--- config.mk ---
export PLATFORM = sky130hd
export DESIGN_NAME = sensor_output_format_select
export DESIGN_NICKNAME = d
export VERILOG_FILES = /design/src/logic/fmt_cfg_pkg.sv /design/src/logic/moving_avg8.sv /design/src/logic/cfg_array_check.sv /design/src/logic/sensor_output_format_select.sv
export VERILOG_INCLUDE_DIRS = /design/src /design/src/logic
export SDC_FILE = /design/constraint.sdc
export NUM_CORES = 1
export LEC_CHECK = 0
export BUFFER_PORTS_ARGS = -buffer_cell sky130_fd_sc_hd__buf_2
export CAP_MARGIN = 20
export CORE_UTILIZATION = 55
export CTS_CLUSTER_SIZE = 14
export DETAILED_ROUTE_END_ITERATION = 10
export HOLD_SLACK_MARGIN = 0.06
export PLACE_DENSITY = 0.76
export SYNTH_ARGS = -nofsm -noshare
export SYNTH_HDL_FRONTEND = slang
export SYNTH_SLANG_ARGS = --single-unit
--- constraint.sdc ---
create_clock -name MCLK -period 4.95 [get_ports MCLK]
set_clock_uncertainty 0.15 [all_clocks]
set_input_delay 1.485 -clock MCLK [delete_from_list [all_inputs] [get_ports MCLK]]
set_output_delay 1.485 -clock MCLK [all_outputs]
set_load 0.03 [all_outputs]
--- src/logic/fmt_cfg_regs.svh ---
/*
  Holds the register offset, field positions, reset value and timing
  counts of the channel output format configuration block.
  Assumes a 40 MHz system clock and 16-bit sensor samples.
*/
// What this block does
// One 8-bit configuration register sits at 0x42 with coding, primary, secondary and averaging fields.
// The register can be read and written in DSI3, SPI, I2C and PSI5 programming modes.
// The register is covered by the configuration array check, so any corrupted bit raises an error.
// Coding select 0 gives signed channel data everywhere, 1 gives unsigned results and DSI/SPI data.
// Primary code 00 loads offset-cancelled channel data with averaging and interpolation per window.
// Primary code 01 loads channel data that skipped offset cancellation.
// Primary codes 10 and 11 load temperature data.
// Secondary code 000 loads offset-cancelled data, averaged per window, never interpolated.
// Secondary codes 001 and 101 load uncancelled data, averaged per window, not interpolated.
// Secondary code 100 loads offset-cancelled data with no averaging and no interpolation.
// Secondary codes 010, 011, 110 and 111 load temperature data.
// Window 00 bypasses averaging and enables interpolation for primary codes 00 and 01; 01, 10, 11 average 8 samples at 32, 64, 128 us.
// A write that changes the window resets the data path; results are invalid until it reinitialises.
// After reset every bit of the register reads zero.
`ifndef FMT_CFG_REGS_SVH
`define FMT_CFG_REGS_SVH

`define CFG_ADDR 8'h42
`define CFG_RESET 8'h00
`define CODING_BIT 7
`define PRIM_MSB 6
`define PRIM_LSB 5
`define SEC_MSB 4
`define SEC_LSB 2
`define WIN_MSB 1
`define WIN_LSB 0

`define SAMPLE_W 16
`define AVG_DEPTH 8
`define AVG_SHIFT 3
`define CLK_PERIOD_PS 25000
`define WIN1_PERIOD_US 32
`define WIN2_PERIOD_US 64
`define WIN3_PERIOD_US 128
`define WIN1_CYCLES ((`WIN1_PERIOD_US * 1000000) / `CLK_PERIOD_PS)
`define WIN2_CYCLES ((`WIN2_PERIOD_US * 1000000) / `CLK_PERIOD_PS)
`define WIN3_CYCLES ((`WIN3_PERIOD_US * 1000000) / `CLK_PERIOD_PS)
`define CRC_POLY 8'h2f

`endif

--- src/logic/fmt_cfg_pkg.sv ---
/*
  Types shared by the output format configuration block.
  Assumes the constants header is on the include path.
*/
`include "fmt_cfg_regs.svh"

package fmt_cfg_pkg;

  typedef enum logic [2:0] {
    MODE_DSI3,
    MODE_SPI,
    MODE_I2C,
    MODE_PSI5_PROG,
    MODE_PSI5_RUN
  } host_mode_t;

  typedef struct packed {
    logic magnitude_coding_select;
    logic [1:0] primary_result_select;
    logic [2:0] secondary_result_select;
    logic [1:0] averaging_window_select;
  } cfg_t;

  typedef struct packed {
    logic [7:0] high;
    logic [7:0] low;
  } result_pair_t;

  typedef enum logic [1:0] {
    DSP_RUN,
    DSP_CLEAR,
    DSP_INIT
  } dsp_state_t;

endpackage

--- src/logic/moving_avg8.sv ---
/*
  Eight-sample sliding average with its own sample history.
  Assumes one-cycle sample strobes and a clear from the owner.
*/
`timescale 1ns/10ps

module moving_avg8
  import fmt_cfg_pkg::*;
(
  input wire logic clk,
  input wire logic rst,
  input wire logic clear,
  input wire logic sample_valid,
  input wire logic signed [`SAMPLE_W-1:0] sample_in,
  output logic signed [`SAMPLE_W-1:0] avg_out
);

  localparam int SUM_W = `SAMPLE_W + `AVG_SHIFT;

  logic signed [`SAMPLE_W-1:0] hist_q [`AVG_DEPTH];
  logic signed [`SAMPLE_W-1:0] hist_d [`AVG_DEPTH];
  logic [`AVG_SHIFT-1:0] ptr_q, ptr_d;
  logic signed [SUM_W-1:0] sum_q, sum_d;
  logic signed [`SAMPLE_W-1:0] avg_q, avg_d;

  always_comb
  begin
    hist_d = hist_q;
    ptr_d = ptr_q;
    sum_d = sum_q;
    avg_d = sum_q[SUM_W-1:`AVG_SHIFT];
    if (clear)
    begin
      for (int i = 0; i < `AVG_DEPTH; i++)
      begin
        hist_d[i] = '0;
      end
      ptr_d = '0;
      sum_d = '0;
      avg_d = '0;
    end
    else if (sample_valid)
    begin
      // Drop the oldest sample, add the newest
      sum_d = SUM_W'(sum_q - SUM_W'(hist_q[ptr_q]) + SUM_W'(sample_in));
      hist_d[ptr_q] = sample_in;
      ptr_d = ptr_q + 3'h1;
    end
  end

  always_ff @(posedge clk)
  begin
    if (rst)
    begin
      for (int i = 0; i < `AVG_DEPTH; i++)
      begin
        hist_q[i] <= '0;
      end
      ptr_q <= '0;
      sum_q <= '0;
      avg_q <= '0;
    end
    else
    begin
      hist_q <= hist_d;
      ptr_q <= ptr_d;
      sum_q <= sum_d;
      avg_q <= avg_d;
    end
  end

  assign avg_out = avg_q;

endmodule

--- src/logic/cfg_array_check.sv ---
/*
  Check code over the configuration byte: stored on each legal write,
  recomputed every cycle, mismatch raises a sticky error.
  Assumes writes arrive as one-cycle strobes.
*/
`timescale 1ns/10ps

module cfg_array_check
  import fmt_cfg_pkg::*;
(
  input wire logic clk,
  input wire logic rst,
  input wire logic load,
  input wire logic [7:0] load_data,
  input wire logic [7:0] stored_data,
  output logic error
);

  logic [7:0] code_q, code_d;
  logic err_q, err_d;

  function automatic logic [7:0] crc8(input logic [7:0] data);
    logic [7:0] crc;
    crc = 8'hff;
    for (int i = 7; i >= 0; i--)
    begin
      if (crc[7] ^ data[i])
        crc = {crc[6:0], 1'b0} ^ `CRC_POLY;
      else
        crc = {crc[6:0], 1'b0};
    end
    return crc;
  endfunction

  always_comb
  begin
    code_d = code_q;
    err_d = err_q;
    // corruption sets the flag, a fresh write clears it
    if (load)
    begin
      code_d = crc8(load_data);
      err_d = 1'b0;
    end
    else if (crc8(stored_data) != code_q)
    begin
      err_d = 1'b1;
    end
  end

  always_ff @(posedge clk)
  begin
    if (rst)
    begin
      code_q <= crc8(`CFG_RESET);
      err_q <= 1'b0;
    end
    else
    begin
      code_q <= code_d;
      err_q <= err_d;
    end
  end

  always_comb
  begin
    error = err_q;
    if (rst)
      error = 1'b0;
  end

endmodule

--- src/logic/sensor_output_format_select.sv ---
/*
  Channel output format configuration register and the result
  selection it steers: coding, source choice per result pair,
  sliding average timing and data path reset on window change.
  Assumes all inputs come from logic on MCLK; the offset-cancelled
  sample already follows the offset filter setting upstream.
*/
`timescale 1ns/10ps

module sensor_output_format_select
  import fmt_cfg_pkg::*;
#(
  parameter int WIN3_CYCLES = `WIN3_CYCLES
)
(
  input wire logic MCLK,
  input wire logic RST,
  input wire host_mode_t HOST_MODE,
  input wire logic [7:0] REG_ADDR,
  input wire logic REG_WR,
  input wire logic REG_RD,
  input wire logic [7:0] REG_WDATA,
  output logic [7:0] REG_RDATA,
  output logic REG_ACK,
  input wire logic LPF_SAMPLE_VALID,
  input wire logic signed [`SAMPLE_W-1:0] CANCELLED_DATA,
  input wire logic signed [`SAMPLE_W-1:0] RAW_DATA,
  input wire logic [`SAMPLE_W-1:0] TEMP_DATA,
  output result_pair_t PRIMARY_RESULT,
  output result_pair_t SECONDARY_RESULT,
  output logic RESULT_VALID,
  output logic PRIMARY_INTERP_EN,
  output logic TX_UNSIGNED,
  output logic DSP_RESET,
  output logic ARRAY_ERROR
);

  localparam int CNT_W = 13;

  cfg_t cfg_q, cfg_d;
  logic [7:0] rdata_q, rdata_d;
  logic ack_q, ack_d;
  logic hit, access_ok, wr_ok, rd_ok, win_change;

  dsp_state_t state_q, state_d;
  logic [CNT_W-1:0] tick_q, tick_d;
  logic [`AVG_SHIFT-1:0] init_q, init_d;
  logic sample_strobe, avg_on, clear_avg;

  logic signed [`SAMPLE_W-1:0] canc_avg, raw_avg;
  logic signed [`SAMPLE_W-1:0] canc_f, raw_f;
  logic [`SAMPLE_W-1:0] prim_d, sec_d, prim_q, sec_q;
  logic interp_q, interp_d;
  logic valid_q, valid_d;

  // Input period in clocks per window code
  function automatic logic [CNT_W-1:0] win_cycles(input logic [1:0] sel);
    case (sel)
      2'h1: return CNT_W'(`WIN1_CYCLES);
      2'h2: return CNT_W'(`WIN2_CYCLES);
      default: return CNT_W'(WIN3_CYCLES);
    endcase
  endfunction

  // Result coding shared by both pairs
  function automatic logic [`SAMPLE_W-1:0] code_chan(
    input logic [`SAMPLE_W-1:0] x,
    input logic unsigned_sel
  );
    // Offset binary: flip the sign bit
    if (unsigned_sel)
      return {~x[`SAMPLE_W-1], x[`SAMPLE_W-2:0]};
    else
      return x;
  endfunction

  // access in every mode except running PSI5
  always_comb
  begin
    access_ok = (HOST_MODE != MODE_PSI5_RUN);
  end

  // single register decode at its address
  always_comb
  begin
    hit = (REG_ADDR == `CFG_ADDR);
    wr_ok = REG_WR && hit && access_ok;
    rd_ok = REG_RD && hit && access_ok;
  end

  // window change on a legal write
  always_comb
  begin
    win_change = wr_ok &&
      (REG_WDATA[`WIN_MSB:`WIN_LSB] != cfg_q.averaging_window_select);
  end

  always_comb
  begin
    cfg_d = cfg_q;
    rdata_d = 8'h00;
    ack_d = 1'b0;
    if (wr_ok)
    begin
      // field layout of the write
      cfg_d.magnitude_coding_select = REG_WDATA[`CODING_BIT];
      cfg_d.primary_result_select = REG_WDATA[`PRIM_MSB:`PRIM_LSB];
      cfg_d.secondary_result_select = REG_WDATA[`SEC_MSB:`SEC_LSB];
      cfg_d.averaging_window_select = REG_WDATA[`WIN_MSB:`WIN_LSB];
      ack_d = 1'b1;
    end
    else if (rd_ok)
    begin
      rdata_d = cfg_q;
      ack_d = 1'b1;
    end
  end

  // One-byte register file
  always_ff @(posedge MCLK)
  begin
    if (RST)
    begin
      // all zero after reset
      cfg_q <= `CFG_RESET;
      rdata_q <= 8'h00;
      ack_q <= 1'b0;
    end
    else
    begin
      cfg_q <= cfg_d;
      rdata_q <= rdata_d;
      ack_q <= ack_d;
    end
  end

  assign REG_RDATA = rdata_q;
  assign REG_ACK = ack_q;

  // register covered by the array check
  cfg_array_check u_check (
    .clk(MCLK),
    .rst(RST),
    .load(wr_ok),
    .load_data(REG_WDATA),
    .stored_data(cfg_q),
    .error(ARRAY_ERROR)
  );

  // averaging input period from the window field
  always_comb
  begin
    avg_on = (cfg_q.averaging_window_select != 2'h0);
    if (avg_on)
      sample_strobe = (tick_q == win_cycles(cfg_q.averaging_window_select)
        - CNT_W'(1));
    else
      sample_strobe = LPF_SAMPLE_VALID;
  end

  always_comb
  begin
    state_d = state_q;
    tick_d = tick_q;
    init_d = init_q;
    // Input period counter
    if (!avg_on || sample_strobe)
      tick_d = '0;
    else
      tick_d = tick_q + CNT_W'(1);
    case (state_q)
      DSP_RUN:
      begin
        if (win_change)
          state_d = DSP_CLEAR;
      end
      DSP_CLEAR:
      begin
        // Averagers empty now; a write here never sends INIT back to CLEAR
        tick_d = '0;
        init_d = '0;
        state_d = DSP_INIT;
      end
      DSP_INIT:
      begin
        // refill the history before results count
        if (win_change)
          state_d = DSP_CLEAR;
        else if (sample_strobe)
        begin
          init_d = init_q + 3'h1;
          if (init_q == 3'h7)
            state_d = DSP_RUN;
        end
      end
      default:
        state_d = DSP_RUN;
    endcase
  end

  always_ff @(posedge MCLK)
  begin
    if (RST)
    begin
      state_q <= DSP_RUN;
      tick_q <= '0;
      init_q <= '0;
    end
    else
    begin
      state_q <= state_d;
      tick_q <= tick_d;
      init_q <= init_d;
    end
  end

  // data path reset pulse
  assign clear_avg = (state_q == DSP_CLEAR);
  assign DSP_RESET = clear_avg;

  moving_avg8 u_avg_canc (
    .clk(MCLK),
    .rst(RST),
    .clear(clear_avg),
    .sample_valid(sample_strobe),
    .sample_in(CANCELLED_DATA),
    .avg_out(canc_avg)
  );

  moving_avg8 u_avg_raw (
    .clk(MCLK),
    .rst(RST),
    .clear(clear_avg),
    .sample_valid(sample_strobe),
    .sample_in(RAW_DATA),
    .avg_out(raw_avg)
  );

  // averaged or direct per window
  always_comb
  begin
    canc_f = avg_on ? canc_avg : CANCELLED_DATA;
    raw_f = avg_on ? raw_avg : RAW_DATA;
  end

  always_comb
  begin
    // Temperature words are never recoded
    // temperature on upper primary bit
    if (cfg_q.primary_result_select[1])
      prim_d = TEMP_DATA;
    // uncancelled channel data
    else if (cfg_q.primary_result_select[0])
      prim_d = code_chan(raw_f, cfg_q.magnitude_coding_select);
    // cancelled and averaged per window
    else
      prim_d = code_chan(canc_f, cfg_q.magnitude_coding_select);
    case (cfg_q.secondary_result_select)
      // cancelled, averaged per window
      3'h0: sec_d = code_chan(canc_f, cfg_q.magnitude_coding_select);
      // uncancelled, averaged per window
      3'h1, 3'h5: sec_d = code_chan(raw_f, cfg_q.magnitude_coding_select);
      // cancelled, never averaged
      3'h4: sec_d = code_chan(CANCELLED_DATA,
        cfg_q.magnitude_coding_select);
      // temperature for the remaining codes
      default: sec_d = TEMP_DATA;
    endcase
    // interpolation only when averaging is bypassed
    interp_d = !avg_on && !cfg_q.primary_result_select[1];
    // valid drops the cycle a changing write lands
    valid_d = (state_q == DSP_RUN) && !win_change;
  end

  always_ff @(posedge MCLK)
  begin
    if (RST)
    begin
      // Both pairs update together
      prim_q <= '0;
      sec_q <= '0;
      interp_q <= 1'b0;
      valid_q <= 1'b0;
    end
    else
    begin
      prim_q <= prim_d;
      sec_q <= sec_d;
      interp_q <= interp_d;
      valid_q <= valid_d;
    end
  end

  // unsigned coding reaches DSI and SPI, never PSI5
  assign TX_UNSIGNED = cfg_q.magnitude_coding_select &&
    (HOST_MODE != MODE_PSI5_PROG) && (HOST_MODE != MODE_PSI5_RUN);

  assign PRIMARY_RESULT = prim_q;
  assign SECONDARY_RESULT = sec_q;
  assign PRIMARY_INTERP_EN = interp_q;
  assign RESULT_VALID = valid_q;

endmodule

Yosys cells after proc, flatten, opt, wreduce, memory -nomap -nowiden
Index checks and enable logic that the tools add are counted.
W data, S select, Z words.
- register bits: 410
- input bits: 72
- output and inout port bits: 46
- logic and storage cells: 194
- add/sub/neg operators: 9
- order comparisons: 4
- equal/unequal tests: 19
- mux-type cells: 65
- bitwise gates (word level): 34
- reductions and logical operators: 26
- operators by type and width (operator ; count):
    $bwmux W128 ; 2
    $mux W16 ; 13
    $mux W8 ; 15
    $bmux W16 S3 ; 2
    $demux W16 S3 ; 2
    $mux W6 ; 16
    $not A5 Y5 ; 14
    $pmux W16 S3 ; 1
    $add A19 B16 Y19 ; 2
    $sub A19 B16 Y19 ; 2
    $pmux W13 S2 ; 1
    $xor A1 B1 Y1 ; 14
    $add A13 B1 Y13 const B ; 1
    $eq A13 B13 Y1 ; 1
    $mux W13 ; 1
    $sub A13 B1 Y13 const B ; 1
    $logic_and A1 B1 Y1 ; 11
    $add A3 B1 Y3 const B ; 3
    $eq A3 B3 Y1 const B ; 3
    $ne A3 B3 Y1 const B ; 3
    $eq A8 B7 Y1 const B ; 1
    $ge A4 B4 Y1 const B ; 2
    $lt A4 B1 Y1 const B ; 2
    $mux W2 ; 4
    other kinds (21) ; 40

Depth between registers and ports, before layout
Gate-level depths: netlist (run 1).
- depth in word-level cells: 26
- mapped depth: 16

Hierarchy
From an unflattened synthesis (run 1), not the netlist that was laid out.
- cell total of the unflattened synthesis: 2428
- area total of the unflattened synthesis: 20818.7 um^2
- by module, submodules not included (module ; times used ; cells an instance ; area an instance (um^2) ; seq. area each (um^2)):
    moving_avg8 (u_avg_canc) ; 1 ; 979 ; 8241.7 ; 3323.2
    moving_avg8 (u_avg_raw) ; 1 ; 964 ; 8194.1 ; 3323.2
    sensor_output_format_select ; 1 ; 403 ; 3612.2 ; 1381.3
    cfg_array_check ; 1 ; 82 ; 770.7 ; 180.2

Worst setup path before layout (run 1)
Ideal clock, no wire load.
- kind: reg-to-reg
- from: register u_avg_canc.ptr_q[0]
- to: register u_avg_canc.sum_q[18]
- data arrival time: 4.511 ns
- data required time: 4.679 ns
- slack: 0.169 ns
- cell stages (with the launch flop): 16
- path buffers: 3
- period minus slack after synthesis: 4.781 ns
- cell sequence: dfxtp_1 > buf_1 > buf_2 > mux4_2 > mux2_2 > fa_1 > inv_1 > ha_1 > clkbuf_1 > a21oi_1 > o21ai_0 > o311ai_0 > a31oi_1 > o21ai_0 > mux2i_1 > mux2_2
- longest elaborated chain between the ends: 6
- RTL lines (what ; RTL line ; RTL):
    start, declared ; moving_avg8.sv:22 ; logic [`AVG_SHIFT-1:0] ptr_q, ptr_d;
    start signal, assigned ; moving_avg8.sv:66 ; ptr_q <= ptr_d;
    $not A3 Y4 (implied by the code) ; moving_avg8.sv:45 ; sum_d = SUM_W'(sum_q - SUM_W'(hist_q[ptr_q]) + SUM_W'(sample_in));
    $bmux W16 S3 ; moving_avg8.sv:45 ;
    $mux W16 (implied by the code) (2 in series) ; moving_avg8.sv:45 ;
    $sub A19 B16 Y19 ; moving_avg8.sv:45 ;
    $add A19 B16 Y19 ; moving_avg8.sv:45 ;
    end signal, assigned ; moving_avg8.sv:67 ; sum_q <= sum_d;
    end, declared ; moving_avg8.sv:23 ; logic signed [SUM_W-1:0] sum_q, sum_d;
No other way between the ends. The select of a mux whose other input is x is not followed.
A chain may end at the register's enable or synchronous reset.

Final worst setup path (run 1)
- from: register u_avg_canc.ptr_q[1]
- to: register u_avg_canc.sum_q[18]
Same word-level chain as after synthesis.

==> results.json, run 1 <==
{
  "hp-class": "flop to flop",
  "whs_path_depth": 1,
  "wl_per_cell_um": 18.6,
  "finalPower_uw": 9450,
  "grt_pass1_wl_um": 83200,
  "p_leak_uw": 0.00952,
  "ctsResizeCount": 0,
  "p_comb_frac": 0.270,
  "status": "complete, no violations",
  "synth_flop_cell": "dfxtp_1",
  "cts-root-buf": "clkbuf_16",
  "cts_setup_buffers": 0,
  "p_sw_frac": 0.312,
  "placed_cells": 2681,
  "maxSlewViolCount": 0,
  "fillCellCount": 2826,
  "rsz0062_at_grt": "no",
  "maxCapViolations": 0,
  "synth_top_cell_by_area": "dfxtp_1",
  "end_kind": "flop",
  "synth_cell_types": 67,
  "seq_area_um2": 8210,
  "syn_area_um2": 20200,
  "finalHoldViolCount": 0,
  "seq_power_share": 0.386,
  "crit_buf_inv": 1,
  "cts_max_level": 2,
  "crit_chain": "mux4_2, mux2_2, fa_1, inv_1, fa_1, a21oi_1, o22ai_1, o311ai_0, a31oi_1, o21ai_0, mux2i_1, mux2_2",
  "clockBufferDepth": 3,
  "syn-instance-count": 2191,
  "postCtsHoldBufs": 0,
  "via_count": 15916,
  "drt_iter0_drc": 1061,
  "clock_sinks": 410,
  "slowest_stage": "dfxtp_2",
  "die_x_um": 194,
  "internal_power_uw": 6510,
  "synth_seq_cells": 410,
  "route.detailed.drc": 0,
  "cts_made_buffers": 44,
  "rr_worst_depth": 12,
  "core_um2": 35900,
  "ys_top_cells_by_area": "dfxtp_1, nor2_1, mux2i_1, mux4_2, a21oi_1",
  "io_pins": 118,
  "drive_gt1_frac": 0.165,
  "nNetsFinal": 2427,
  "antenna_left": 0,
  "irDropWorstVdd_v": 0.000227,
  "max_freq_mhz": 210,
  "min_period_ps": 4770,
  "yosysTopAreaCellShare": 0.406,
  "crit_path_start_kind": "flop",
  "cts_tree": "built",
  "arrival_ps": 5080,
  "routabilityCongestion": 0.927,
  "yosys_warnings": 0,
  "clock_latency_ps": 570,
  "die_area_um2": 37600,
  "io_buffers": 117,
  "post_drt_via_cell_ratio": 5.77,
  "syn_to_final_growth_pct": 12.5,
  "synth-edff-count": 0,
  "critPathMaxFanout": 29,
  "grt_max_degree": 82,
  "post-route-period-util": 0.964,
  "grt_overflow_total": 0,
  "start_util": 0.564,
  "yosysSeqAreaShare": 0.406,
  "maxSlewHeadroom": 0.358,
  "p_sw_uw": 2950,
  "cp.depth": 12,
  "hpwl_um": 35300,
  "synth_nets": 2352,
  "drt-total-wl_um": 51300,
  "final_cells": 2760,
  "max_stage_delay_ps": 900,
  "clk_pin_slew_worst_paths_ps": 60,
  "avgSynthCellArea_um2": 9.24,
  "synthArstFlopShare": 0,
  "r2r_setup_slack_ps": 180,
  "multi_input_area_um2": 10900,
  "drtPass1Iterations": 5,
  "die_h_um": 194,
  "track_usage": 0.277,
  "antenna_found_initial": 2,
  "worstPathRequired_ps": 5260,
  "critical-path-top-delay-family": "multiplexers",
  "clockPowerShare": 0.344,
  "setup_tns_ps": 0,
  "setup_viol": 0,
  "p_per_area_nw_per_um2": 415,
  "rows": 69,
  "crit_type": "flop to flop",
  "grt_pass1_vias": 15859,
  "tightest_slew_ps": 961
}
-- through the flow --
stage          hold WS, ps   util  cell area [um2]  setup slack, ps
2_1_floorplan          263      -            20200              169
3_3_place_gp           273  0.594            21300              215
3_5_place_dp           283  0.594            21300             93.6
4_1_cts                292  0.634            22800              235
5_1_grt                328  0.634            22800             9.34
6_report               290  0.634            22800              178
-- synth_stat cells, drive strengths merged (8+ instances only) --
library cell / count
a211oi: 24
xor2: 39
a21o: 9
mux2i: 185
a222oi: 10
dfxtp: 410
mux4: 64
clkbuf: 105
nor2: 506
ha: 53
inv: 141
buf: 40
nand4: 11
and3: 9
mux2: 47
a21oi: 192
and2: 15
fa: 36
nand3: 12
nor4: 8
o21bai: 8
xnor2: 45
nor3: 14
nand2: 91
o21ai: 34
-- cell families after synthesis --
kind of cell    share of synthesized area
compound gates                     0.0969
xor+xnor                           0.0375
fa+ha+maj                          0.0684
buf+inv                            0.0574
flops                               0.406
mux                                 0.189
simple gates                        0.145
-- worst paths after layout --
check	start	endpoint
setup / recovery	u_avg_canc.ptr_q[1]	u_avg_canc.sum_q[18]
hold reg to reg	tick_q[0]	tick_q[0]
hold / removal	tick_q[0]	tick_q[0]
setup reg to reg	u_avg_canc.ptr_q[1]	u_avg_canc.sum_q[18]
-- cell usage in the layout, fill, tap and decap left out, types with 45 or more instances in the layout --
cell and instances:
buf_2 117, mux4_2 64, clkbuf_16 45, xnor2_1 45, inv_1 141, mux2_2 47
buf_4 49, a21oi_1 191, dfxtp_1 406, nor2_1 506, mux2i_1 185, nand2_1 91
ha_1 52
-- power groups by stage --
stage | combinational [uW] | clock [uW] | sequential, uW
global placement | 2430 | 0 | 3710
floorplan | 1930 | 0 | 3690
global route | 2850 | 3430 | 3670
detailed placement | 2500 | 0 | 3710
CTS | 2530 | 3300 | 3640
finish | 2550 | 3260 | 3640
-- area by class of cell --
type	instances	area share
Sequential cell	410	0.361
Inverter	141	0.0232
Clock inverter	18	0.00649
Tap cell	461	0.0253
Clock buffer	60	0.0563
Antenna cell	1	0.000110
Timing Repair Buffer	174	0.0489
Multi-Input combinational cell	1495	0.479
-- flip-flops by register name, indices dropped and copies added, names as in the netlist --
signal              count
u_avg_canc.hist_q     128
u_avg_raw.hist_q      128
u_avg_canc.sum_q       19
u_avg_raw.sum_q        19
PRIMARY_RESULT         16
SECONDARY_RESULT       16
u_avg_canc.avg_out     16
u_avg_raw.avg_out      16
tick_q                 13
REG_RDATA               8
cfg_q                   8
u_check.code_q          8
init_q                  3
u_avg_canc.ptr_q        3
u_avg_raw.ptr_q         3
state_q                 2
PRIMARY_INTERP_EN       1
REG_ACK                 1
RESULT_VALID            1
u_check.err_q           1
-- routing by layer --
layer | vias up | routed length, um | track usage
met2 | 584 | 23300 | 0.450
li1 | 7572 | - | -
met3 | 126 | 4450 | 0.0633
met5 | - | 11 | 0
met1 | 7632 | 21400 | 0.353
met4 | 2 | 2150 | 0.124
Power figures use the tool's default switching activity.
==> run 2: changes to the inputs <==
--- a/config.mk
+++ b/config.mk
@@ -8,11 +8,13 @@
 export LEC_CHECK = 0
 export BUFFER_PORTS_ARGS = -buffer_cell sky130_fd_sc_hd__buf_2
 export CAP_MARGIN = 20
-export CORE_UTILIZATION = 55
+export CORE_ASPECT_RATIO = 1.25
+export CORE_UTILIZATION = 54
 export CTS_CLUSTER_SIZE = 14
 export DETAILED_ROUTE_END_ITERATION = 10
 export HOLD_SLACK_MARGIN = 0.06
-export PLACE_DENSITY = 0.76
+export PLACE_DENSITY = 0.75
+export REMOVE_ABC_BUFFERS = 1
 export SYNTH_ARGS = -nofsm -noshare
 export SYNTH_HDL_FRONTEND = slang
 export SYNTH_SLANG_ARGS = --single-unit
==> run 2 against run 1 <==
Global-route usage decreased by 0.67 points. Combinational power is 2% higher. Register-to-register slack better by 95 ps. Worst hold slack better by 3.3 ps. First-iteration DRC count grew 33%.
==> results.json, run 2 (synthesis gave the netlist of run 1 again) <==
{
  "drt-total-wl_um": 51200,
  "die_h_um": 218,
  "p_leak_uw": 0.00953,
  "critical-path-top-delay-family": "multiplexers",
  "setup_tns_ps": 0,
  "die_x_um": 175,
  "top_regs": "u_avg_canc.hist_q x128, u_avg_raw.hist_q x128",
  "drtPass1Iterations": 9,
  "worstPathRequired_ps": 5230,
  "nNetsFinal": 2427,
  "placed_cells": 2702,
  "postCtsHoldBufs": 0,
  "stdcell_area_um2": 22800,
  "layout_common_cells": "nor2_1, dfxtp_1, a21oi_1, mux2i_1, inv_1",
  "cts_max_level": 2,
  "cts_made_buffers": 42,
  "crit_type": "flop to flop",
  "crit_path_start_kind": "flop",
  "io_buffers": 117,
  "max_freq_mhz": 214,
  "hp-class": "flop to flop",
  "rows": 78,
  "maxSlewHeadroom": 0.410,
  "antenna_found_initial": 4,
  "track_usage": 0.270,
  "p_per_area_nw_per_um2": 418,
  "arrival_ps": 4960,
  "grt_pass1_vias": 15962,
  "final_cells": 2778,
  "rsz0062_at_grt": "no",
  "start_util": 0.553,
  "max_stage_delay_ps": 750,
  "min_period_ps": 4680,
  "tightest_slew_ps": 880,
  "cts-root-buf": "clkbuf_16",
  "route.detailed.drc": 0,
  "syn_to_final_growth_pct": 12.7,
  "end_kind": "flop",
  "final_common_cell": "nor2_1",
  "status": "complete, no violations",
  "finalHoldViolCount": 0,
  "irDropWorstVdd_v": 0.000299,
  "crit_buf_inv": 3,
  "die_area_um2": 38300,
  "maxSlewViolCount": 0,
  "setup_viol": 0,
  "via_count": 15970,
  "clock_sinks": 410,
  "grt_max_degree": 74,
  "ctsResizeCount": 0,
  "io_pins": 118,
  "post-route-period-util": 0.945,
  "grt_overflow_total": 0,
  "cts_tree": "built",
  "post_drt_via_cell_ratio": 5.75,
  "crit_chain": "buf_4, mux4_2, mux2_2, fa_1, inv_1, ha_1, nand2_1, o21ai_0, o311ai_0, buf_4, a31oi_1, o21ai_0, mux2i_1, mux2_2",
  "finalPower_uw": 9540,
  "drt_iter0_drc": 1416,
  "critPathMaxFanout": 21,
  "whs_ps": 294,
  "antenna_left": 0,
  "drive_gt1_frac": 0.166,
  "cts_setup_buffers": 0,
  "routabilityCongestion": 0.910,
  "clk_pin_slew_worst_paths_ps": 60,
  "clock_latency_ps": 550,
  "clockBufferDepth": 3,
  "slowest_stage": "dfxtp_2",
  "core_um2": 36600,
  "antennaDiodeCount": 0,
  "hpwl_um": 35500,
  "placed_cell_area_um2": 21400,
  "wl_per_cell_um": 18.4,
  "maxCapViolations": 0,
  "grt_pass1_wl_um": 82000
}
==> run 2: cell count changes in the layout (fill, tap and decap cells not counted), moves of 2 or more <==
cell and change:
buf_12 -2, buf_4 +4, bufinv_16 +3, clkbuf_16 -2, clkinv_2 -4, inv_6 +2
==> run 2: routing by layer <==
layer | routed length, um | global-route usage | vias up
li1 | - | - | 7555
met1 | 20600 | 0.324 | 7712
met2 | 25000 | 0.473 | 548
met3 | 3400 | 0.0438 | 147
met4 | 2150 | 0.126 | 8
met5 | 46 | 0 | -
==> run 2: per-stage QoR <==
step / setup WS [ps] / util
final: 274 / 0.623
after global routing: 140 / 0.623
after floorplan: -677 / -
after detailed placement: 84.4 / 0.584
after CTS: 239 / 0.623
after global placement: 89.7 / 0.584
==> run 2: layout make-up <==
cell class	count	area, um2
Clock buffer	58	1220
Clock inverter	18	228
Fill cell	2994	13800
Inverter	141	529
Multi-Input combinational cell	1495	10900
Sequential cell	410	8220
Tap cell	480	601
Timing Repair Buffer	176	1100
==> run 2: path summary, 6_finish.rpt <==
check             depth (start not counted)  slack (ps)                start                   end
hold / removal                            1         290            tick_q[0]             tick_q[0]
setup reg to reg                         14         270  u_avg_canc.ptr_q[1]  u_avg_canc.sum_q[18]
setup / recovery                         14         270  u_avg_canc.ptr_q[1]  u_avg_canc.sum_q[18]
hold reg to reg                           1         290            tick_q[0]             tick_q[0]
==> run 2: report_power, final <==
part	switching (uW)	internal (uW)
clock	1320	1990
combinational	1510	1080
sequential	118	3520
